==> src/verilog/sacs_pkg.sv <==
package sacs_pkg;
	// Resolution of the converted word
	localparam int RESOLUTION = 14;
	// Input sample width, wider than the code to show saturation
	localparam int SAMPLE_W = 16;
	// Internal cycles of self-calibration after power-up
	localparam int CAL_CYCLES = 64;
	// Conversion duration in ns and the cycle count from the clock rate
	localparam int CLK_PERIOD_PS = 4000;
	localparam int CONV_TIME_NS = 600;
	localparam int CONV_CYCLES = (CONV_TIME_NS * 1000 + CLK_PERIOD_PS - 1)
		/ CLK_PERIOD_PS;
	localparam int CNT_W = 16;

	typedef enum logic [1:0]
	{
		SACS_CALIBRATE = 2'b00,
		SACS_ACQUIRE = 2'b01,
		SACS_CONVERT = 2'b10
	} sacs_phase_t;

	// Saturate a signed sample to a two's complement code of width n
	function automatic logic [SAMPLE_W-1:0] sacs_saturate(
		input logic signed [SAMPLE_W-1:0] value,
		input int n
	);
		logic signed [SAMPLE_W-1:0] maxCode;
		logic signed [SAMPLE_W-1:0] minCode;
		maxCode = (SAMPLE_W'(1) <<< (n - 1)) - SAMPLE_W'(1);
		minCode = -(SAMPLE_W'(1) <<< (n - 1));
		if (value > maxCode)
			sacs_saturate = maxCode;
		else if (value < minCode)
			sacs_saturate = minCode;
		else
			sacs_saturate = value;
	endfunction
endpackage

==> src/verilog/sacs_edge_sync.sv <==
module sacs_edge_sync
	import sacs_pkg::*;
(
	input wire logic ref_clk,
	input wire logic reset_n,
	input wire logic asyncIn,
	output logic level,
	output logic rise,
	output logic fall
);
	logic stage1;
	logic stage2;

	always_ff @(posedge ref_clk or negedge reset_n)
	begin
		if (!reset_n)
		begin
			stage1 <= 1'b0;
			stage2 <= 1'b0;
			level <= 1'b0;
		end
		else
		begin
			stage1 <= asyncIn;
			stage2 <= stage1;
			level <= stage2;
		end
	end

	assign rise = stage2 & ~level;
	assign fall = ~stage2 & level;
endmodule

==> src/verilog/sacs_sequencer.sv <==
// Operation
// - After power-up, calibrate, then enter acquisition with no host command.
// - Track the input during acquisition until strobe rising edge.
// - Strobe rising edge freezes the sample and starts conversion.
// - Conversion runs to completion, fixed duration, ignores strobe.
// - Result appears only after conversion done and strobe low.
// - Shift result MSB first; first bit is the sign.
// - During shift-out the device is already acquiring again.
// - Sample period is acquisition window plus conversion duration.
// - Code equals differential input divided by one LSB.
// - Two's complement result, 14 or 12 bits; MSB gives sign.
// - Negative full scale 100..0, zero 0..0, positive full scale 011..1.
// - Saturate at 011..1 above range and 100..0 below.
// - SPI mode 0; device updates data on falling clock edges.
// - Output floats from start until strobe low, and after last bit.
module sacs_sequencer
	import sacs_pkg::*;
#(
	parameter int N_BITS = RESOLUTION,
	parameter int CAL_LEN = CAL_CYCLES,
	parameter int CONV_LEN = CONV_CYCLES
)
(
	input wire logic ref_clk,
	input wire logic reset_n,
	input wire logic conversion_start_strobe,
	input wire logic serialClock,
	input wire logic signed [SAMPLE_W-1:0] inputLsb,
	output logic serialData,
	output logic serialData_oe_n,
	output logic tracking,
	output logic converting,
	output logic calibrated
);
	logic strobeLevel;
	logic strobeRise;
	logic strobeFall;
	logic sclkRise;
	logic sclkFall;
	logic [SAMPLE_W-1:0] inputMeta;
	logic [SAMPLE_W-1:0] inputSync;
	sacs_phase_t phase;
	logic [CNT_W-1:0] count;
	logic convDone;
	logic [N_BITS-1:0] result;
	logic resultReady;
	logic [N_BITS-1:0] shiftReg;
	logic [CNT_W-1:0] bitsLeft;
	logic driving;

	sacs_edge_sync strobeSync
	(
		.ref_clk(ref_clk),
		.reset_n(reset_n),
		.asyncIn(conversion_start_strobe),
		.level(strobeLevel),
		.rise(strobeRise),
		.fall(strobeFall)
	);

	sacs_edge_sync clockSync
	(
		.ref_clk(ref_clk),
		.reset_n(reset_n),
		.asyncIn(serialClock),
		.level(),
		.rise(sclkRise),
		.fall(sclkFall)
	);

	// Analog input stand-in, two flops
	always_ff @(posedge ref_clk or negedge reset_n)
	begin
		if (!reset_n)
		begin
			inputMeta <= '0;
			inputSync <= '0;
		end
		else
		begin
			inputMeta <= inputLsb;
			inputSync <= inputMeta;
		end
	end

	assign convDone = (phase == SACS_CONVERT)
		&& (count == CNT_W'(CONV_LEN - 1));

	// Phase sequencing
	always_ff @(posedge ref_clk or negedge reset_n)
	begin
		if (!reset_n)
		begin
			phase <= SACS_CALIBRATE;
			count <= '0;
		end
		else
		begin
			unique case (phase)
				SACS_CALIBRATE:
				begin
					if (count == CNT_W'(CAL_LEN - 1))
					begin
						phase <= SACS_ACQUIRE;
						count <= '0;
					end
					else
						count <= count + CNT_W'(1);
				end
				SACS_ACQUIRE:
				begin
					if (strobeRise)
					begin
						phase <= SACS_CONVERT;
						count <= '0;
					end
				end
				SACS_CONVERT:
				begin
					if (convDone)
					begin
						phase <= SACS_ACQUIRE;
						count <= '0;
					end
					else
						count <= count + CNT_W'(1);
				end
				default:
				begin
					phase <= SACS_CALIBRATE;
					count <= '0;
				end
			endcase
		end
	end

	// Sample frozen at conversion start, coded at done
	logic [SAMPLE_W-1:0] held;
	always_ff @(posedge ref_clk or negedge reset_n)
	begin
		if (!reset_n)
		begin
			held <= '0;
			result <= '0;
			resultReady <= 1'b0;
		end
		else
		begin
			if (phase == SACS_ACQUIRE && strobeRise)
				held <= inputSync;
			if (convDone)
			begin
				result <= N_BITS'(sacs_saturate(held,
					N_BITS));
				resultReady <= 1'b1;
			end
			else if (driving)
				resultReady <= 1'b0;
		end
	end

	// Serial output, updated on falling serial clock
	always_ff @(posedge ref_clk or negedge reset_n)
	begin
		if (!reset_n)
		begin
			driving <= 1'b0;
			shiftReg <= '0;
			bitsLeft <= '0;
			serialData <= 1'b0;
		end
		else if (strobeRise)
		begin
			driving <= 1'b0;
			serialData <= 1'b0;
		end
		else if (resultReady && !strobeLevel && phase == SACS_ACQUIRE
			&& !driving)
		begin
			driving <= 1'b1;
			serialData <= result[N_BITS-1];
			shiftReg <= result << 1;
			bitsLeft <= CNT_W'(N_BITS);
		end
		else if (driving && sclkFall)
		begin
			// Every fall moves on one bit; the last fall floats the line
			if (bitsLeft == CNT_W'(1))
				driving <= 1'b0;
			else
			begin
				serialData <= shiftReg[N_BITS-1];
				shiftReg <= shiftReg << 1;
			end
			bitsLeft <= bitsLeft - CNT_W'(1);
		end
	end

	always_ff @(posedge ref_clk or negedge reset_n)
	begin
		if (!reset_n)
		begin
			serialData_oe_n <= 1'b1;
			tracking <= 1'b0;
			converting <= 1'b0;
			calibrated <= 1'b0;
		end
		else
		begin
			serialData_oe_n <= ~(driving && !strobeRise);
			tracking <= ((phase == SACS_ACQUIRE) && !strobeRise)
				|| convDone;
			// Level spans exactly the conversion phase
			converting <= ((phase == SACS_ACQUIRE) && strobeRise)
				|| ((phase == SACS_CONVERT) && !convDone);
			if (phase != SACS_CALIBRATE)
				calibrated <= 1'b1;
		end
	end

	a_conv_length: assert property (
		@(posedge ref_clk) disable iff (!reset_n)
		$rose(phase == SACS_CONVERT) |-> (phase == SACS_CONVERT) [*8])
		else $error("Conversion ended early");
	a_rise_starts: assert property (
		@(posedge ref_clk) disable iff (!reset_n)
		(phase == SACS_ACQUIRE && strobeRise) |=> phase == SACS_CONVERT)
		else $error("Strobe rise did not start conversion");
	a_float_convert: assert property (
		@(posedge ref_clk) disable iff (!reset_n)
		(phase == SACS_CONVERT) |-> !driving)
		else $error("Output driven during conversion");
	a_drive_strobe: assert property (
		@(posedge ref_clk) disable iff (!reset_n)
		$rose(driving) |-> !strobeLevel)
		else $error("Output driven while strobe high");
	a_sat_code: assert property (
		@(posedge ref_clk) disable iff (!reset_n)
		convDone
		&& $signed(held) > $signed(SAMPLE_W'((1 << (N_BITS-1)) - 1))
		|=> result == {1'b0, {(N_BITS-1){1'b1}}})
		else $error("Positive saturation wrong");
	a_msb_first: assert property (
		@(posedge ref_clk) disable iff (!reset_n)
		$rose(driving) |-> serialData == result[N_BITS-1])
		else $error("First bit not the sign");
	a_cal_done: assert property (
		@(posedge ref_clk) disable iff (!reset_n)
		$rose(phase == SACS_ACQUIRE) && !calibrated
		|-> $past(count) == CNT_W'(CAL_LEN - 1))
		else $error("Calibration length wrong");
	a_track_shift: assert property (
		@(posedge ref_clk) disable iff (!reset_n)
		driving && phase == SACS_ACQUIRE && !strobeRise |=> tracking)
		else $error("Not tracking during shift-out");
	c_conversion: cover property (@(posedge ref_clk) convDone);
	c_shift_out: cover property (@(posedge ref_clk) $fell(driving));
	c_abort: cover property (@(posedge ref_clk) driving && strobeRise);
endmodule

==> config.mk <==
export PLATFORM = sky130hd
export DESIGN_NAME = sacs_sequencer
export DESIGN_NICKNAME = d
export VERILOG_FILES = /design/src/verilog/sacs_pkg.sv /design/src/verilog/sacs_edge_sync.sv /design/src/verilog/sacs_sequencer.sv
export SDC_FILE = /design/constraint.sdc
export NUM_CORES = 1
export LEC_CHECK = 0
export BUFFER_PORTS_ARGS = -buffer_cell sky130_fd_sc_hd__buf_2
export CORE_ASPECT_RATIO = 1.2
export CORE_UTILIZATION = 45
export DETAILED_ROUTE_END_ITERATION = 16
export PLACE_DENSITY_LB_ADDON = 0.3
export SETUP_SLACK_MARGIN = 0.1
export SYNTH_ARGS = -nofsm -noshare
export SYNTH_HDL_FRONTEND = slang
export SYNTH_SLANG_ARGS = --single-unit
==> constraint.sdc <==
create_clock -name ref_clk -period 1.8 [get_ports ref_clk]
set_clock_uncertainty 0.2 [all_clocks]
set_input_delay 0.45 -clock ref_clk [delete_from_list [all_inputs] [get_ports ref_clk]]
set_output_delay 0.45 -clock ref_clk [all_outputs]
set_load 0.005 [all_outputs]
==> results.md, run 1 <==
- Detailed-route via count: 3707
- First-pass GRT wire length: 16990 um
- Data arrival, critical path: 2170 ps
- Period utilisation layout: 114.7%
- DRC: 0
- GRT overflow: 0
- Post-placement cell area: 0.005962 mm2
- RSZ-0062 raised after global routing: true
- CTS sink cnt: 122
- Die Span X: 100.6 um
- NumNets Final: 598
- Finish-stage setup viols: 49
- Area growth syn-to-layout: 39.46%
- DIE HEIGHT: 120.3 um
- Root Buffer: clkbuf_16
- Comb pwr share: 2.2%
- Startpoint types: flip-flop
- Die ar.: 0.01210 mm2
- CP Class: flip-flop to flip-flop
- DP Wirelength: 6211 um
- Initial antenna violation count: 0
- Sw frac: 22.01%
- Max FO, Critical Path: 5
- CP cell instances: nor4_4 -> buf_4 -> nand4_4 -> a22oi_2 -> buf_4 -> o21ai_2 -> a21o_1
- Routed Antenna Nets: 0
- Most used DFF post-synth: dfrtp_1
- Cell family with most CP delay: compound AO/OA/AOI/OAI gates
- Core box area: 0.01119 mm2
- CTS tree: yes
- Post-Synthesis Cell Area: 0.005248 mm2
- Most used cell, CP: buf_4
- WP depth: 7
- Vias/cell: 5.003
- Number of max-cap violations: 0
- Slowest cell on crit path: dfrtp_1
- CP required: 1900 ps
- Port-buffer cells: 24
- Avg Inst Size Synth: 11.71 um2
- Worst Tran Pin Value: 733.7 ps
- Final cell count without fillers: 741
- Hold Slack: 142.3 ps
- Outcome: complete, but fails checks
- Crit-path max cell delay: 410 ps
- FFs w/ async S/R, synth: 100.0%
- DRT iter0 DRCs: 137
- Power Internal: 4.754 mW
- Post-Syn Nets: 472
- Critical path buffers and inverters: 2
- IO Pins: 25
- Hold Path Depth: 0
- Synth warn: 0
- Synth area leaders: dfrtp_1 (58%), mux2_2 (4.9%), nor2_1 (4.3%), nand2_1 (3.6%), xor2_1 (3.0%)
- Worst rel slew slack: 51.08%
- Filler cell count: 809
- Fin util: 65.38%
- Drt pass-1 iters: 4
- Final count of pins violating max slew: 0
- Routed wire per std cell: 14.48 um
- R2R depth: 7
- # placed instances: 664
- Total negative slack: -8321 ps
- Yosys top cell area share: 57.70%
- Clk_lat worst skew: 420 ps
- Post-synth top area cell: dfrtp_1
- Largest net degree at the start of global routing: 67
- Violated checks: negative setup slack
- Post-synth top cells: dfrtp_1 (121), nor2_1 (60), nand2_1 (50)
- Number of synthesized flops with an enable pin: 0
- Vias in the first global route: 3713
- Diode count: 0
- Design Power: 6.095 mW
- GRT Util Overall: 18.39%
- Clk pwr share: 51.8%
- Final hold violation count: 0
- CTS Buf Count: 17
- CTS max path bufs: 2
- Leak: 3.388 nW
- Layout cell share with drive strength beyond 1: 40.89%
- Reg power frac: 46.0%
- CP Capture Type: flip-flop
- Sw Pwr: 1.341 mW
- Starting density of the core: 46.88%
- Cell area after layout: 0.007318 mm2
- Setup WS post-layout: -265.3 ps
- Min-delay worst type: flip-flop to flip-flop
- Pwr Density: 832.8 mW/mm2
- Core Rows: 42
- Synth Register Bits: 122
- H-tree Lvls: 4
- Max IR drop VDD: 0.7953 mV
- Most frequent cell after synthesis: dfrtp_1
- Gp weighted congestion: 0.8227
- Post-Synthesis Cells: 448
- Achievable frequency: 484.2 MHz
- Synth unique cells: 55
- Seq/Total Area, Yosys: 58.20%
- Minimum clock period: 2065 ps
- Place WS: -223.6 ps
- Final wirelength: 10730 um
- CTS clk-pin slew, worst paths: 60 ps
-- timing repair --
item	4_1_cts	5_1_grt
setup buffers	14	9
resized for setup	31	75
pin swaps	12	23
hold endpoints to repair	36	0
hold buffers	19	0
gates cloned	0	4
setup endpoints to repair	75	78
-- state kept, by name (all words and copies together), names as in the netlist, 2 cells and up --
| register | flops |
|---|---|
| inputSync | 16 |
| held | 16 |
| shiftReg | 13 |
| inputMeta | 16 |
| result | 14 |
| count | 16 |
| phase | 2 |
| bitsLeft | 16 |
-- final timing paths --
check	endpoint	slack, ps	from
worst max-delay path	count[7]$_DFFE_PN0P_	-270	count[8]$_DFFE_PN0P_
worst min-delay path	inputSync[11]$_DFF_PN0_	140	inputMeta[11]$_DFF_PN0_
worst max register to register	count[7]$_DFFE_PN0P_	-270	count[8]$_DFFE_PN0P_
worst min register to register	inputSync[11]$_DFF_PN0_	140	inputMeta[11]$_DFF_PN0_
max in group asynchronous	inputMeta[3]$_DFF_PN0_	480	reset_n
min in group asynchronous	strobeSync.level$_DFF_PN0_	280	reset_n
-- routing by layer --
layer,vias up,global-route usage (%),part of all wire [%]
met2,60,30.57,52
met4,0,8.605,2.6
met1,1831,21.96,43
met3,24,5.202,3.0
li1,1792,-,-
met5,-,0,0
-- cell families (layout without fill, tap and decap cells) --
kind of cell	Yosys count	after routing	share of synthesized area [%]
AO/OA/AOI/OAI	59	59	6.772
XOR/XNOR	22	22	3.672
adder cells (fa/ha/maj)	4	4	0.9538
buffers and inverters	24	163	2.813
flip-flops	122	122	58.20
multiplexers	45	45	9.895
AND/OR/NAND/NOR	172	172	17.69
-- layout make-up --
class                           instances  area (um2)  area share, %
Clock buffer                           19       432.9          5.916
Clock inverter                         13       121.4          1.658
Inverter                                3       11.26         0.1539
Multi-Input combinational cell        302        2379          32.50
Sequential cell                       122        3058          41.78
Tap cell                              154       192.7          2.633
Timing Repair Buffer                  128        1124          15.35
-- layout by cell type, fill, tap and decap left out, types with 4 or more instances in the layout --
| master | Yosys | layout |
|---|---|---|
| a21o_1 | 4 | 4 |
| a21oi_1 | 16 | 16 |
| buf_12 | 1 | 6 |
| buf_2 | 3 | 23 |
| buf_4 | 2 | 66 |
| buf_6 | 4 | 10 |
| clkbuf_16 | 0 | 20 |
| clkinv_4 | 0 | 4 |
| dfrtp_1 | 121 | 118 |
| dlygate4sd3_1 | 0 | 19 |
| mux2_4 | 8 | 31 |
| mux2i_1 | 14 | 14 |
| nand2_1 | 50 | 36 |
| nand2_2 | 0 | 11 |
| nand3_1 | 9 | 7 |
| nand3b_1 | 5 | 5 |
| nand4_1 | 4 | 4 |
| nor2_1 | 60 | 56 |
| nor3b_1 | 5 | 4 |
| nor4_4 | 4 | 5 |
| o21ai_1 | 10 | 14 |
| o21ai_2 | 0 | 11 |
| xnor2_1 | 4 | 4 |
| xor2_1 | 18 | 18 |
-- power groups by stage --
| stage | combinational (mW) | sequential [mW] | clock (mW) |
|---|---|---|---|
| floorplan | 0.00920 | 2.85 | 0 |
| global placement | 0.103 | 2.85 | 0 |
| detailed placement | 0.105 | 2.85 | 0 |
| CTS | 0.137 | 2.80 | 3.21 |
| global route | 0.151 | 2.80 | 3.36 |
| finish | 0.133 | 2.80 | 3.16 |
(Power assumes the default switching activity.)
==> run 2, diff against run 1 <==
clock period = 2.7 ns   (was 1.8 ns; I/O delays follow)
==> results.md, run 2 (synthesis gave the netlist of run 1 again) <==
- Minimum clock period: 2232 ps
- Max IR drop VDD: 0.7083 mV
- Pwr Density: 684.6 mW/mm2
- DRC: 0
- Die ar.: 0.01210 mm2
- Gp weighted congestion: 0.7827
- Largest net degree at the start of global routing: 45
- Place WS: 453.6 ps
- H-tree Lvls: 4
- Cell area after layout: 0.006113 mm2
- Final wirelength: 8619 um
- Startpoint types: flip-flop
- Core box area: 0.01119 mm2
- Fin util: 54.62%
- Most frequent cells in the layout: dfrtp_1 (121), nor2_1 (60), nand2_1 (50), mux2_2 (23), buf_2 (23)
- Total negative slack: 0 ps
- Routed Antenna Nets: 0
- Outcome: finished clean
- Leak: 2.850 nW
- Design Power: 4.185 mW
- DRT iter0 DRCs: 97
- Root Buffer: clkbuf_16
- Data arrival, critical path: 2320 ps
- Finish-stage setup viols: 0
- CP Capture Type: flip-flop
- Final hold violation count: 0
- Period utilisation layout: 82.65%
- Routed wire per std cell: 13.34 um
- Min-delay worst type: input pin to asynchronous set/reset pin
- CTS Buf Count: 17
- GRT Util Overall: 16.20%
- NumNets Final: 504
- Post-CTS Setup Bufs: 0
- Post-placement cell area: 0.005514 mm2
- Diode count: 0
- CP cell instances: ha_1 -> and4_1 -> nand4_1 -> a22oi_2 -> nor3_1 -> a211o_1
- Port-buffer cells: 24
- CTS clk-pin slew, worst paths: 50 ps
- GRT overflow: 0
- Clk_lat worst skew: 410 ps
- Core Rows: 42
- Gates resized, CTS repair: 0
- Commonest non-fill, non-tap cell in the layout: dfrtp_1
- Setup WS post-layout: 468.5 ps
- Vias in the first global route: 3247
- Number of max-cap violations: 0
- Layout cell share with drive strength beyond 1: 22.56%
- # placed instances: 615
- Worst Tran Pin Value: 805.2 ps
- CTS sink cnt: 122
- Achievable frequency: 448.1 MHz
- DP Wirelength: 5614 um
- Detailed-route via count: 3216
- Final cell count without fillers: 646
- DIE HEIGHT: 120.3 um
- IO Pins: 25
- Initial antenna violation count: 0
- First-pass GRT wire length: 15240 um
- CTS max path bufs: 2
- Hold Slack: 27.09 ps
- Die Span X: 100.6 um
- CTS tree: yes
- Max FO, Critical Path: 12
- Final count of pins violating max slew: 0
- Worst rel slew slack: 46.32%
- Area growth syn-to-layout: 16.50%
- Drt pass-1 iters: 4
- Slowest cell on crit path: a22oi_2
- Crit-path max cell delay: 490 ps
- Vias/cell: 4.978
- Starting density of the core: 46.88%
- CP Class: flip-flop to flip-flop
- RSZ-0062 raised after global routing: false
- CTS Hold Buffers Added: 0
- CP required: 2790 ps
run 2: cell types whose count changed in the layout (fill, tap and decap cells not counted), moves of 4 or more:
cell and change:
o21ai_0 +15, nor2_1 +4, mux2_4 -23, nand2_2 -11, mux2_2 +23, o21ai_1 -4
dlygate4sd3_1 -19, buf_4 -56, buf_12 -5, nand2_1 +14, buf_6 -10, o21ai_2 -11
run 2: area by class of cell:
cell class / count / area (um2)
clock buffer: 18 / 429.2
clock inverter: 13 / 170.2
fill: 928 / 5080
inverter: 3 / 11.26
multi-input combinational: 302 / 2046
sequential: 122 / 3054
tap: 154 / 192.7
timing repair buffer: 34 / 210.2
run 2: worst max-delay path, delay by kind of cell, from the launching register on:
kind,cells,cell delay (ps)
DFF,1,400
and+or+nand+nor,3,490
adders and majority gates,1,240
AOI/OAI and AO/OA,2,780
run 2: final timing paths:
kind / slack, ps / to / start / cells past startpoint
max in group asynchronous: 1600 / serialData_oe_n$_DFF_PN1_ / reset_n / 2
setup / recovery: 470 / count[4]$_DFFE_PN0P_ / count[0]$_DFFE_PN0P_ / 6
hold / removal: 30 / bitsLeft[7]$_DFFE_PN0P_ / reset_n / 1
hold reg to reg: 140 / inputSync[11]$_DFF_PN0_ / inputMeta[11]$_DFF_PN0_ / 0
min in group ref_clk: 140 / inputSync[11]$_DFF_PN0_ / inputMeta[11]$_DFF_PN0_ / 0
setup reg to reg: 470 / count[4]$_DFFE_PN0P_ / count[0]$_DFFE_PN0P_ / 6
run 2: power breakdown:
| part | total, mW | switching (mW) | internal (mW) |
|---|---|---|---|
| Combinational | 0.0582 | 0.0403 | 0.0179 |
| Sequential | 1.87 | 0.0102 | 1.86 |
| Clock | 2.26 | 0.804 | 1.45 |
run 2: metal layers:
layer	share of wire, %	track usage [%]	vias up
met5	0	0	-
met4	1.9	6.612	0
met3	2.8	4.740	14
met2	47	25.43	42
met1	48	21.02	1556
li1	-	-	1604
==> run 3, diff against run 2 <==
ABC_AREA = 1   (was unset)
clock period = 2.1 ns   (was 2.7 ns; I/O delays follow)
==> results.md, run 3 <==
- Outcome: finished clean
- Pwr Density: 815.5 mW/mm2
- R2R Setup Slk: 270 ps
- R2R depth: 9
- Reg-to-reg endpoint: shiftReg[8]$_DFFE_PN0P_
- Layout cell share with drive strength beyond 1: 14.14%
- Most frequent cell after synthesis: nand2_1
- Synth area leaders: dfrtp_1 (57%), nand2_1 (12%), inv_1 (5.3%), nand3_1 (5.1%), nor2_1 (4.4%)
- Routed wire per std cell: 11.75 um
- Worst Tran Pin Value: 608.8 ps
- DRT iter0 DRCs: 224
- Synth warn: 0
- Number of synthesized flops with an enable pin: 0
- DRC: 0
- Routed Antenna Nets: 0
- Max FO, Critical Path: 12
- Area growth syn-to-layout: 17.95%
- Final wirelength: 9825 um
- NumNets Final: 690
- Number of max-cap violations: 0
- Largest net degree at the start of global routing: 63
- Post-Syn Nets: 645
- DP Wirelength: 6295 um
- Port-buffer cells: 24
- IO Pins: 25
- Period utilisation layout: 87.35%
- CP Class: flip-flop to flip-flop
- Finish-stage setup viols: 0
- CTS Buf Count: 17
- Minimum clock period: 1834 ps
- Worst rel slew slack: 59.37%
- CP cell instances: inv_1 -> ha_1 -> nand3_1 -> nor2_1 -> nand3_1 -> nand2_4 -> nand2_2 -> nand2_1 -> nand2_1
- Fin util: 54.53%
- Gp weighted congestion: 0.8456
- Yosys top cell area share: 56.62%
- Post-Synthesis Cell Area: 0.005348 mm2
- Starting density of the core: 46.23%
- Avg Inst Size Synth: 8.611 um2
- Crit path launch: bitsLeft[1]$_DFFE_PN0P_
- First-pass GRT wire length: 17440 um
- Detailed-route via count: 4051
- Startpoint types: flip-flop
- CTS clk-pin slew, worst paths: 60 ps
- Most used DFF post-synth: dfrtp_1
- Most frequent cells in the layout: nand2_1 (171), dfrtp_1 (121), inv_1 (76), nor2_1 (62), nand3_1 (54)
- Crit-path max cell delay: 390 ps
- Commonest non-fill, non-tap cell in the layout: nand2_1
- Core Rows: 43
- Clk_lat worst skew: 410 ps
- Die Span X: 101.5 um
- Final hold violation count: 0
- Drt pass-1 iters: 5
- Post-Synthesis Cells: 621
- Seq/Total Area, Yosys: 57.11%
- CTS max path bufs: 2
- Critical path endpoint: shiftReg[8]$_DFFE_PN0P_
- Synth Register Bits: 122
- Post-synth top cells: nand2_1 (171), dfrtp_1 (121), inv_1 (76)
- Die ar.: 0.01233 mm2
- CP required: 2200 ps
- CTS tree: yes
- Diode count: 0
- Max IR drop VDD: 0.7983 mV
- GRT overflow: 0
- Crit Reg-Reg Startpoint: bitsLeft[1]$_DFFE_PN0P_
- RSZ-0062 raised after global routing: false
- Vias in the first global route: 3872
- CTS sink cnt: 122
- DIE HEIGHT: 121.4 um
- Min-delay worst type: input pin to flip-flop
- Leak: 3.160 nW
- Data arrival, critical path: 1930 ps
- FFs w/ async S/R, synth: 100.0%
- H-tree Lvls: 4
- Initial antenna violation count: 0
- Hold Slack: 19.39 ps
- Achievable frequency: 545.1 MHz
- Slowest cell on crit path: dfrtp_1
- Synth unique cells: 32
- Vias/cell: 4.846
- Post-synth top area cell: dfrtp_1
- Root Buffer: clkbuf_16
- Design Power: 5.143 mW
- Core box area: 0.01157 mm2
- Total negative slack: 0 ps
- CP Capture Type: flip-flop
- Final count of pins violating max slew: 0
- GRT Util Overall: 18.33%
[run 3: logic make-up (layout without fill, tap and decap cells)]
family / after synthesis / after routing / synth area share (%)
buffers and inverters: 97 / 155 / 7.838
adders and majority gates: 4 / 4 / 0.9359
muxes: 2 / 2 / 0.4211
and+or+nand+nor: 314 / 314 / 25.11
DFF: 122 / 122 / 57.11
xor gates and xnor gates: 4 / 4 / 0.6551
AOI/OAI and AO/OA: 78 / 78 / 7.932
[run 3: how the worst min path moves through the flow]
stage                       startpoint                 endpoint  slack [ps]  depth (start not counted)
5_1_grt                    inputLsb[5]   inputMeta[5]$_DFF_PN0_         0.5                          1
6_report                   inputLsb[5]   inputMeta[5]$_DFF_PN0_          20                          1
4_1_cts                   inputLsb[15]  inputMeta[15]$_DFF_PN0_           2                          1
2_1_floorplan                  reset_n  bitsLeft[0]$_DFFE_PN0P_          30                          0
3_3_place_gp    inputMeta[8]$_DFF_PN0_   inputSync[8]$_DFF_PN0_         130                          0
3_5_place_dp   inputMeta[13]$_DFF_PN0_  inputSync[13]$_DFF_PN0_         130                          0
[run 3: per-stage QoR]
step	area, um2	setup slack (ps)	cells
6_report	6307	265.6	836
5_1_grt	6307	96.81	836
4_1_cts	6210	156.6	825
3_5_place_dp	5643	82.22	792
3_3_place_gp	5643	183.6	792
2_1_floorplan	5348	541.8	621
[run 3: final cells by class]
cell class,count,area (um2)
Timing Repair Buffer,43,315.3
Inverter,80,305.3
Tap cell,157,196.4
Sequential cell,122,3054
Clock buffer,19,442.9
Clock inverter,13,111.4
Fill cell,1023,5260
Multi-Input combinational cell,402,1882
[run 3: layer usage]
| layer | track usage (%) | routed length (um) | vias to the layer above |
|---|---|---|---|
| met2 | 29.05 | 4817 | 82 |
| met4 | 6.793 | 111 | 0 |
| met3 | 6.048 | 415 | 5 |
| met5 | 0 | 0 | - |
| li1 | - | - | 2052 |
| met1 | 23.19 | 4481 | 1912 |
[run 3: timing repair]
| item | in CTS | in global routing |
|---|---|---|
| endpoints found under the setup margin | 1 | 12 |
| setup buffers | 0 | 7 |
| hold buffers | 1 | 4 |
| hold endpoints to repair | 21 | 4 |
| pin swaps | 0 | 1 |
| resized for setup | 1 | 1 |
[run 3: where the power goes]
part,total (mW),switching (mW),internal (mW)
sequential,2.40,0.0108,2.39
clock,2.66,1.10,1.57
combinational,0.0818,0.0540,0.0278
[run 3: critical path: cells and delay by family, from the launching register on]
family / cells / cell delay (ps)
adders and majority gates: 1 / 150
buffers and inverters: 1 / 80
DFF: 1 / 390
and+or+nand+nor: 7 / 910
